File: src/rtl/live_status_pkg.sv
package live_status_pkg;

    // ****************************************************************
    // Register map
    // ****************************************************************
    localparam logic [7:0]  LIVE_STATUS_ADDR   = 8'h2f;
    localparam logic [15:0] LIVE_STATUS_RESET  = 16'h0000;

    // ****************************************************************
    // Field positions
    // ****************************************************************
    localparam int CHAN_FAULT_LSB   = 0;
    localparam int OVERTEMP_BIT     = 4;
    localparam int CHARGE_PUMP_BIT  = 5;
    localparam int REG_5V_BIT       = 6;
    localparam int ANALOG_BIT       = 7;
    localparam int DIGITAL_BIT      = 8;
    localparam int REG_1V8_BIT      = 9;
    localparam int INPUT_SEL_LSB    = 10;
    localparam int BUSY_BIT         = 13;
    localparam int DATA_READY_BIT   = 14;
    localparam int RESERVED_BIT     = 15;

    // ****************************************************************
    // Timing
    // ****************************************************************
    localparam int CLK_FREQ_HZ      = 40_000_000;
    localparam int READY_PULSE_NS   = 24_000;
    localparam int READY_PULSE_CYC  = (READY_PULSE_NS * (CLK_FREQ_HZ / 1_000_000)) / 1000;
    localparam int DEBOUNCE_MS      = 2;
    localparam int DEBOUNCE_CYC     = DEBOUNCE_MS * (CLK_FREQ_HZ / 1000);
    localparam int DEBOUNCE_W       = 17;

    typedef enum logic [1:0] {
        PIN_IDLE_type   = 2'b00,
        PIN_ACTIVE_type = 2'b01,
        PIN_WAIT_type   = 2'b11
    } ready_pin_state_type;

endpackage

File: src/rtl/fault_bus_if.sv
`timescale 1ns/1ps
interface fault_bus_if;
    logic       raw;
    logic       output_mode;
    logic       clear;
    logic       latched;

    modport owner (output raw, output output_mode, output clear, input latched);
    modport filter (input raw, input output_mode, input clear, output latched);
endinterface

File: src/rtl/chan_fault_debounce.sv
`timescale 1ns/1ps
module chan_fault_debounce
    import live_status_pkg::*;
(
    input  wire logic   clk_i,
    input  wire logic   reset_i,
    fault_bus_if.filter bus
);

    logic [DEBOUNCE_W-1:0] count_reg;
    logic [DEBOUNCE_W-1:0] count_next;
    logic                  latched_reg;
    logic                  latched_next;

    // ****************************************************************
    // Debounce and sticky flag
    // ****************************************************************
    always_comb begin
        count_next   = count_reg;
        latched_next = latched_reg;
        if (!bus.raw) begin
            count_next = '0;
        end else if (count_reg != DEBOUNCE_W'(DEBOUNCE_CYC)) begin
            count_next = count_reg + 1'b1;
        end
        if (bus.clear) begin
            latched_next = 1'b0;
        end
        // Set wins over a clear in the same cycle
        if (!bus.output_mode && bus.raw) begin
            latched_next = 1'b1;
        end else if (bus.output_mode && count_reg == DEBOUNCE_W'(DEBOUNCE_CYC - 1)) begin
            latched_next = 1'b1;
        end
    end

    always_ff @(posedge clk_i) begin
        if (reset_i) begin
            count_reg   <= '0;
            latched_reg <= 1'b0;
        end else begin
            count_reg   <= count_next;
            latched_reg <= latched_next;
        end
    end

    assign bus.latched = latched_reg;

endmodule

File: src/rtl/live_condition_status.sv
`timescale 1ns/1ps
module live_condition_status
    import live_status_pkg::*;
(
    input  wire logic        clk_i,
    input  wire logic        reset_i,
    input  wire logic [7:0]  reg_addr_i,
    input  wire logic        reg_write_i,
    input  wire logic        reg_read_i,
    input  wire logic [15:0] reg_wdata_i,
    output logic      [15:0] reg_rdata_o,
    input  wire logic        conv_done_i,
    input  wire logic        conv_busy_i,
    input  wire logic [2:0]  converting_input_select_i,
    input  wire logic        continuous_mode_i,
    input  wire logic        reg_1v8_live_i,
    input  wire logic        digital_supply_live_i,
    input  wire logic        analog_supply_live_i,
    input  wire logic        reg_5v_live_i,
    input  wire logic        charge_pump_live_i,
    input  wire logic        overtemp_live_i,
    input  wire logic [3:0]  chan_fault_live_i,
    input  wire logic [3:0]  chan_output_mode_i,
    input  wire logic [3:0]  chan_fault_clear_i,
    output logic      [3:0]  chan_fault_latched_o,
    output logic             data_ready_n_o
);

    logic                live_sel;
    logic                data_ready_reg;
    logic                data_ready_next;
    ready_pin_state_type pin_state_reg;
    ready_pin_state_type pin_state_next;
    logic [9:0]          pin_count_reg;
    logic [9:0]          pin_count_next;
    logic                ready_pin_n_next;
    logic [15:0]         rdata_reg;
    logic [15:0]         rdata_next;
    logic [15:0]         live_word;

    assign live_sel = (reg_addr_i == LIVE_STATUS_ADDR);

    // ****************************************************************
    // Conversion-ready flag
    // ****************************************************************
    always_comb begin
        data_ready_next = data_ready_reg;
        if (reg_write_i && live_sel && reg_wdata_i[DATA_READY_BIT]) begin
            data_ready_next = 1'b0;
        end
        if (conv_done_i) begin
            data_ready_next = 1'b1;
        end
    end

    always_ff @(posedge clk_i) begin
        if (reset_i) begin
            data_ready_reg <= 1'b0;
        end else begin
            data_ready_reg <= data_ready_next;
        end
    end

    // ****************************************************************
    // Ready pin timing
    // ****************************************************************
    always_comb begin
        pin_state_next = pin_state_reg;
        pin_count_next = pin_count_reg;
        case (pin_state_reg)
            PIN_IDLE_type: begin
                if (conv_done_i) begin
                    pin_state_next = PIN_ACTIVE_type;
                    pin_count_next = 10'(READY_PULSE_CYC - 1);
                end
            end
            PIN_ACTIVE_type: begin
                if (!continuous_mode_i) begin
                    if (!data_ready_reg) begin
                        pin_state_next = PIN_IDLE_type;
                    end
                end else if (pin_count_reg == 10'h000) begin
                    pin_state_next = PIN_WAIT_type;
                end else begin
                    pin_count_next = pin_count_reg - 1'b1;
                end
            end
            PIN_WAIT_type: begin
                if (conv_done_i) begin
                    pin_state_next = PIN_ACTIVE_type;
                    pin_count_next = 10'(READY_PULSE_CYC - 1);
                end else if (!continuous_mode_i) begin
                    pin_state_next = PIN_IDLE_type;
                end
            end
            default: begin
                pin_state_next = PIN_IDLE_type;
            end
        endcase
    end

    always_ff @(posedge clk_i) begin
        if (reset_i) begin
            pin_state_reg <= PIN_IDLE_type;
            pin_count_reg <= 10'h000;
        end else begin
            pin_state_reg <= pin_state_next;
            pin_count_reg <= pin_count_next;
        end
    end

    // ****************************************************************
    // Pin output, active low
    // ****************************************************************
    always_comb begin
        ready_pin_n_next = (pin_state_next != PIN_ACTIVE_type);
    end

    always_ff @(posedge clk_i) begin
        if (reset_i) begin
            data_ready_n_o <= 1'b1;
        end else begin
            data_ready_n_o <= ready_pin_n_next;
        end
    end

    // ****************************************************************
    // Channel fault debounce
    // ****************************************************************
    for (genvar i = 0; i < 4; i++) begin : g_chan
        fault_bus_if fb ();
        assign fb.raw         = chan_fault_live_i[i];
        assign fb.output_mode = chan_output_mode_i[i];
        assign fb.clear       = chan_fault_clear_i[i];
        assign chan_fault_latched_o[i] = fb.latched;
        chan_fault_debounce u_deb (
            .clk_i   (clk_i),
            .reset_i (reset_i),
            .bus     (fb.filter)
        );
    end

    // ****************************************************************
    // Live word and read data
    // ****************************************************************
    always_comb begin
        live_word                                      = LIVE_STATUS_RESET;
        live_word[RESERVED_BIT]                        = 1'b0;
        live_word[DATA_READY_BIT]                      = data_ready_reg;
        live_word[BUSY_BIT]                            = conv_busy_i;
        live_word[INPUT_SEL_LSB +: 3]                  = converting_input_select_i;
        live_word[REG_1V8_BIT]                         = reg_1v8_live_i;
        live_word[DIGITAL_BIT]                         = digital_supply_live_i;
        live_word[ANALOG_BIT]                          = analog_supply_live_i;
        live_word[REG_5V_BIT]                          = reg_5v_live_i;
        live_word[CHARGE_PUMP_BIT]                     = charge_pump_live_i;
        live_word[OVERTEMP_BIT]                        = overtemp_live_i;
        live_word[CHAN_FAULT_LSB +: 4]                 = chan_fault_live_i;
    end

    // Read only samples; no flag or pin state changes on a read
    always_comb begin
        rdata_next = rdata_reg;
        if (reg_read_i) begin
            rdata_next = live_sel ? live_word : 16'h0000;
        end
    end

    always_ff @(posedge clk_i) begin
        if (reset_i) begin
            rdata_reg <= LIVE_STATUS_RESET;
        end else begin
            rdata_reg <= rdata_next;
        end
    end

    assign reg_rdata_o = rdata_reg;

endmodule

File: config.mk
export PLATFORM = sky130hd
export DESIGN_NAME = live_condition_status
export DESIGN_NICKNAME = d
export VERILOG_FILES = /design/src/rtl/live_status_pkg.sv /design/src/rtl/fault_bus_if.sv /design/src/rtl/chan_fault_debounce.sv /design/src/rtl/live_condition_status.sv
export SDC_FILE = /design/constraint.sdc
export NUM_CORES = 1
export LEC_CHECK = 0
export ABC_AREA = 1
export BUFFER_PORTS_ARGS = -buffer_cell sky130_fd_sc_hd__buf_2
export CELL_PAD_IN_SITES_DETAIL_PLACEMENT = 0
export CELL_PAD_IN_SITES_GLOBAL_PLACEMENT = 1
export CORE_AREA = 3 3 117 119
export CTS_CLUSTER_DIAMETER = 150
export DETAILED_ROUTE_END_ITERATION = 10
export DIE_AREA = 0 0 120 122
export PLACE_DENSITY = 0.76
export SLEW_MARGIN = 10
export SYNTH_ARGS = -nofsm -noshare
export SYNTH_HDL_FRONTEND = slang
export SYNTH_SLANG_ARGS = --single-unit
File: constraint.sdc
create_clock -name clk_i -period 2.3 [get_ports clk_i]
set_input_delay 0.46 -clock clk_i [delete_from_list [all_inputs] [get_ports clk_i]]
set_output_delay 0.46 -clock clk_i [all_outputs]
set_load 0.01 [all_outputs]
==> impl_metrics.csv, run 1 <==
group,metric,value,unit
setup_path,critical_path.endpoint_type,"flip-flop",
clocking,cts_htree_levels,3,
synthesis,synth.yosys.seq_area_share,39.3,%
synthesis,synth-edff-count,0,
placed_design,detailed_place_hpwl,8600,um
outcome,run_status,"complete, no violations",
drt,firstDrtPassIters,4,
synthesis,synth_top_area_share,39.3,%
setup_path,worst_setup_path_start_kind,"flip-flop",
global_route,globalRouteMet2Util,29.0,%
setup_path,maximum_fanout_along_the_worst_path,11,
drt,num_vias,4682,
floorplan,num_io_pins,73,
sta,slew_headroom,45.1,%
clocking,ctsHoldBuffers,0,
clocking,numCtsBuffers,9,
clocking,clock_tree.buffer_depth,2,
finish,nNetsFinal,860,
flow_run,drv_cap,0,
clocking,worst_setup_hold_path_clk_slew,0.06,ns
synthesis,yosys-top-cells-area,"dfxtp_1 39%, nand2_1 10%, inv_1 8.1%",
synthesis,synth.cell_area,5150,um2
synthesis,dominantRegCellSynth,"dfxtp_1",
clocking,post_cts.repair.setup_buffers,0,
synthesis,synth_area_leader_cell,"dfxtp_1",
setup_path,timing.critical_path.cells,"inv_1 -> ha_1 -> nor2_1 -> a21oi_1 -> inv_1 -> nor2_2 -> nand2_1 -> a21oi_2",
clocking,cts_tree,"yes",
floorplan,initial_core_util,40.6,%
floorplan,die-width,120,um
placed_design,place.gp.congestion,0.814,
placed_design,port_buffers,56,
synthesis,syn-instance-count,742,
sta,worst_pin_slew,0.820,ns
clocking,ctsRootBufferMaster,"clkbuf_16",
global_route,globalRouteMet3Util,5.20,%
min_path,hp-class,"input pin to flip-flop",
setup_path,timing.critical_path.required,2.58,ns
synthesis,yosys.cell_count.top_type,"nand2_1",
drt,drt_iter0_markers,189,
synthesis,synth.net_count,807,
global_route,initial_antenna_violation_count,0,
global_route,grt_pass1_vias,4409,
clocking,cts_sinks,101,
power,vdd_drop_max,463,uV
finish,area_growth,13.4,%
finish,antenna-diode-count,0,
sta,timing.final.crit_share,83.8,%
sta,setup_viol,0,
floorplan,die_h,122,um
clocking,clock_latency_late_sink,0.35,ns
clocking,post_cts_resized,0,
drt,drt-total-wl,11700,um
synthesis,ys.warnings.count,0,
drt,drtAntennaViolNets,0,
drt,wire_per_inst,12.0,um
floorplan,placeableCoreArea,12700,um2
sta,tns,0,ns
setup_path,crit_top_cell,"inv_1",
sta,max_clock_skew,0.00562,ns
synthesis,ys_async_sr_fraction,0,%
global_route,largest_net_degree_at_the_start_of_global_routing,31,
sta,timing.final.crit_period,1.93,ns
setup_path,critical-path-slowest-cell,"ha_1",
drt,post-route-drc-count,0,
setup_path,worstPathArrival,2.21,ns
synthesis,synth_cell_type_count,39,
sta,fmaxAchievable,0.519,GHz
floorplan,placement_rows,41,
global_route,gr-usage-all-layers,16.7,%
finish,postLayoutCoreUtil,46.1,%
global_route,globalRouteMet1Util,20.0,%
floorplan,dieArea,14600,um2
finish,drive_gt1_share,14.1,%
synthesis,ys_ff_latch,101,
sta,final.hold.worst_slack,0.353,ns
setup_path,timing.setup.critical_path_class,"flip-flop to flip-flop",
synthesis,syn-mean-instance-area,6.94,um2
global_route,grt_overflow_total,0,
sta,timing.final.hold_violations,0,
sta,final-max-slew-violation-count,0,
setup_path,timing.critical_path.slowest_cell_delay,0.50,ns
sta,rsz0062_at_grt,"false",
power,leakage_power,0.00221,uW
power,power_density,663,nW/um2
drt,drt-vias-per-instance,4.83,
global_route,first_pass_grt_wire_length,19900,um
synthesis,post_synth_most_frequent_cells,"142 x nand2_1, 111 x inv_1, 101 x dfxtp_1, 90 x nor2_1, 65 x a21oi_1",
global_route,grt.busiest_layer,"met2",
finish,max_ffs_per_register,68,
-- routing by layer --
metal  routed length [um]  part of all wire, %  vias up
met5                    0                    0        -
met4                   89                 0.76        0
met3                  423                  3.6        4
met2                 5610                   48       60
met1                 5540                   48     2112
li1                     -                    -     2506
-- cell usage in the layout, fill, tap and decap left out, types with 15 or more instances in the layout --
master	synthesis	routed
buf_2	2	56
nor3_1	15	15
o21ai_0	59	59
dfxtp_1	101	101
nand4_1	21	21
inv_1	111	111
a21oi_1	65	65
nor2_1	90	90
nand3_1	41	41
nand2_1	142	142
-- worst max-delay path, delay by kind of cell, from the launching register on --
family / cells / cell delay, ns
AO/OA/AOI/OAI: 2 / 0.32
adder cells (fa/ha/maj): 1 / 0.50
buffers and inverters: 2 / 0.16
flip-flops: 1 / 0.37
AND/OR/NAND/NOR: 3 / 0.51
-- power breakdown --
| part | switching, uW | internal (uW) | total, uW |
|---|---|---|---|
| sequential | 51.6 | 1810 | 1860 |
| clock | 631 | 883 | 1510 |
| combinational | 304 | 187 | 492 |
-- final cells by class --
type                            count  area, um2
Clock inverter                      2       35.0
Clock buffer                       11        253
Sequential cell                   101       2020
Tap cell                          172        215
Multi-Input combinational cell    511       2580
Timing Repair Buffer               61        318
Inverter                          111        417
Fill cell                        1377       6830
-- cell families after synthesis --
| group | share of synthesized area [%] |
|---|---|
| simple gates | 31.0 |
| compound gates | 15.0 |
| buf+inv | 10.6 |
| flops | 39.3 |
| fa+ha+maj | 3.16 |
| xor+xnor | 0.851 |
| other cells | 0.0729 |
-- through the flow --
step | instance area (um2) | power, uW | worst slack, ns | instances
3_3_place_gp | 5550 | 2380 | 0.266 | 956
4_1_cts | 5840 | 3950 | 0.370 | 969
6_report | 5840 | 3870 | 0.372 | 969
2_1_floorplan | 5150 | 2280 | 0.682 | 742
5_1_grt | 5840 | 4080 | 0.101 | 969
3_5_place_dp | 5550 | 2400 | 0.215 | 956
-- final timing paths --
| kind | startpoint | to | slack (ns) | cells after the start |
|---|---|---|---|---|
| setup reg to reg | pin_state_reg[0] | pin_count_reg[8] | 0.37 | 8 |
| setup / recovery | pin_state_reg[0] | pin_count_reg[8] | 0.37 | 8 |
| hold / removal | digital_supply_live_i | reg_rdata_o[8] | 0.35 | 3 |
| hold reg to reg | g_chan[2].u_deb.count_reg[9] | g_chan[2].u_deb.count_reg[9] | 0.47 | 2 |
No activity file was read; power rests on OpenSTA's default activity.
==> run 2, diff against run 1 <==
- ABC_AREA: 1 -> 0
- CORE_AREA: 3 3 117 119 -> 3 3 113 115
- DIE_AREA: 0 0 120 122 -> 0 0 116 118
- clock period: 2.3 -> 1.8 ns (I/O delays scaled with it)
==> impl_metrics.csv, run 2 <==
group,metric,value,unit
sta,rsz0062_at_grt,"true",
finish,ff_latch_area,2030,um2
synthesis,synth.net_count,665,
sta,timing.final.crit_share,102,%
global_route,grt_pass1_vias,4267,
power,cellInternalPower,3680,uW
synthesis,ys_ff_latch,101,
power,sequential_power_share,48.5,%
drt,drtAntennaViolNets,0,
synthesis,dominantRegCellSynth,"dfxtp_1",
sta,final-max-slew-violation-count,0,
synthesis,synth_area_leader_cell,"dfxtp_1",
sta,slew_headroom,64.6,%
synthesis,muxShareOfSynthArea,0.202,%
placed_design,place.gp.congestion,0.852,
synthesis,synth-edff-count,0,
finish,antenna-diode-count,0,
placed_design,dpl-instance-area,5610,um2
clocking,clock_tree.buffer_depth,2,
synthesis,combinational_family_with_the_most_area_after_synthesis,"simple AND/OR/NAND/NOR gates",
setup_path,timing.critical_path.required,2.06,ns
drt,wire_per_inst,13.7,um
min_path,hp-class,"input pin to flip-flop",
synthesis,synth_compound_area_share,12.2,%
power,p_comb_share,12.3,%
finish,max_ffs_per_register,68,
setup_path,worstPathArrival,2.09,ns
clocking,cts_htree_levels,3,
floorplan,placement_rows,40,
synthesis,synth.cell_area,4950,um2
sta,worst_pin_slew,0.531,ns
global_route,largest_net_degree_at_the_start_of_global_routing,31,
finish,area_growth,22.4,%
placed_design,port_buffers,56,
power,clkPwrFrac,39.1,%
floorplan,die-width,116,um
setup_path,maximum_fanout_along_the_worst_path,6,
synthesis,ys_async_sr_fraction,0,%
synthesis,syn-instance-count,600,
global_route,initial_antenna_violation_count,0,
floorplan,die_h,118,um
synthesis,post_synth_xor_area_fraction,7.61,%
placed_design,dp.cells,812,
synthesis,yosys-top-cells-area,"dfxtp_1 41%, xnor2_1 5.8%, nor2_1 4.9%",
finish,final_common_cell,"dfxtp_1",
flow_run,drv_cap,0,
outcome,violated_checks,"negative setup slack",
clocking,cts_sinks,101,
synthesis,ys.warnings.count,0,
power,p_switching,1150,uW
synthesis,syn-mean-instance-area,8.25,um2
synthesis,synth.yosys.seq_area_share,40.8,%
power,leakage_power,0.00215,uW
setup_path,timing.setup.critical_path_class,"flip-flop to flip-flop",
power,power_density,798,nW/um2
finish,multiInputGateArea,2810,um2
clocking,cts_tree,"yes",
floorplan,dieArea,13700,um2
finish,drive_gt1_share,22.3,%
clocking,ctsRootBufferMaster,"clkbuf_16",
power,vdd_drop_max,500,uV
drt,num_vias,4445,
floorplan,placeableCoreArea,11900,um2
clocking,numCtsBuffers,9,
placed_design,pre_cts_ws,-0.135,ns
global_route,grt_overflow_total,0,
clocking,worst_setup_hold_path_clk_slew,0.06,ns
placed_design,detailed_place_hpwl,8000,um
synthesis,post_synth_and_or_nand_nor_area_fraction,29.8,%
setup_path,regToRegSetupSlack,-0.04,ns
drt,drt-vias-per-instance,5.37,
synthesis,synth_adder_area_share,3.29,%
sta,final.hold.worst_slack,0.284,ns
finish,commonest_cells_after_routing_fill_and_taps_aside,"98 x dfxtp_1, 65 x nor2_1, 56 x buf_2",
floorplan,initial_core_util,41.6,%
synthesis,synth_top_area_share,40.8,%
clocking,ctsHoldBuffers,0,
drt,firstDrtPassIters,4,
synthesis,yosys.cell_count.top_type,"dfxtp_1",
finish,stdcell_area,6060,um2
setup_path,critical_path.endpoint_type,"flip-flop",
sta,setup_viol,6,
clocking,clock_latency_late_sink,0.35,ns
power,power.share.switching,23.8,%
drt,drt-total-wl,11300,um
sta,timing.final.hold_violations,0,
sta,max_clock_skew,0.00795,ns
sta,timing.final.crit_period,1.84,ns
sta,fmaxAchievable,0.545,GHz
synthesis,post_synth_most_frequent_cells,"101 x dfxtp_1, 65 x nor2_1, 45 x a21oi_1, 44 x nand3_1, 34 x inv_1",
setup_path,worst_setup_path_start_kind,"flip-flop",
finish,nNetsFinal,743,
drt,drt_iter0_markers,258,
global_route,first_pass_grt_wire_length,19100,um
finish,fill_cells,1155,
finish,postLayoutCoreUtil,50.9,%
synthesis,synth_cell_type_count,47,
global_route,gr-usage-all-layers,17.0,%
drt,post-route-drc-count,0,
floorplan,num_io_pins,73,
sta,fin_ws,-0.0355,ns
finish,final-instance-count-excl-fill,828,
outcome,run_status,"finished with violations",
run 2: cell types whose count changed in the layout (fill, tap and decap cells not counted), sizes merged, moves of 9 or more:
cell	before	now
xnor2	3	33
or3	0	15
nor2	103	65
nor4	2	20
nand2b	0	24
nor3	17	33
a21oi	73	45
inv	111	34
nand2	146	19
o21ai	61	19
buf	61	102
and3	0	9
run 2: through the flow:
step / TNS [ns] / total power, uW
detailed placement: -0.955 / 2880
global route: -0.689 / 5050
finish: -0.126 / 4830
global placement: -0.752 / 2860
CTS: -0.469 / 4830
floorplan: -1.71 / 2690
run 2: worst max-delay path: stages, from the launching register on:
cell and delay (ns):
dfxtp_2 0.32, inv_1 0.05, ha_2 0.16, or3b_4 0.40
or3_4 0.39, and2_4 0.18, a311oi_2 0.25
run 2: cell type report:
cell class | count | area share, %
clock inverters | 2 | 0.578
multi-input cells | 430 | 46.3
repair buffers | 102 | 10.4
flip-flops and latches | 101 | 33.4
well taps | 147 | 3.04
inverters | 34 | 2.11
clock buffers | 12 | 4.07
run 2: power by group through the flow:
stage               Combinational, uW  Sequential (uW)  Clock [uW]
floorplan                         309             2380           0
CTS                               535             2340        1960
global placement                  478             2380           0
detailed placement                495             2380           0
finish                            596             2350        1890
global route                      662             2350        2040
run 2: final timing paths:
path | start | endpoint | depth (start not counted)
setup / recovery | pin_count_reg[0] | pin_count_reg[5] | 6
hold / removal | overtemp_live_i | reg_rdata_o[4] | 3
setup reg to reg | pin_count_reg[0] | pin_count_reg[5] | 6
hold reg to reg | reg_rdata_o[11] | reg_rdata_o[11] | 2
run 2: cell families (layout without fill, tap and decap cells):
group                    count (synthesis)  count (layout)
AND/OR/NAND/NOR                        274             274
XOR/XNOR                                43              43
adder cells (fa/ha/maj)                 13              13
other                                    1               1
flip-flops                             101             101
AO/OA/AOI/OAI                           98              98
multiplexers                             1               1
buffers and inverters                   69             150
run 2: what timing repair did:
action	4_1_cts	5_1_grt
setup buffers	2	0
pin swaps	6	7
gates resized for setup	10	17
endpoints found under the setup margin	12	13
run 2: layer usage:
| layer | vias up | GRT usage, % | share of wire (%) |
|---|---|---|---|
| met3 | 13 | 4.32 | 4.0 |
| met5 | - | 0 | 0 |
| li1 | 2279 | - | - |
| met4 | 0 | 5.66 | 1.5 |
| met2 | 63 | 28.6 | 50 |
| met1 | 2090 | 21.0 | 45 |
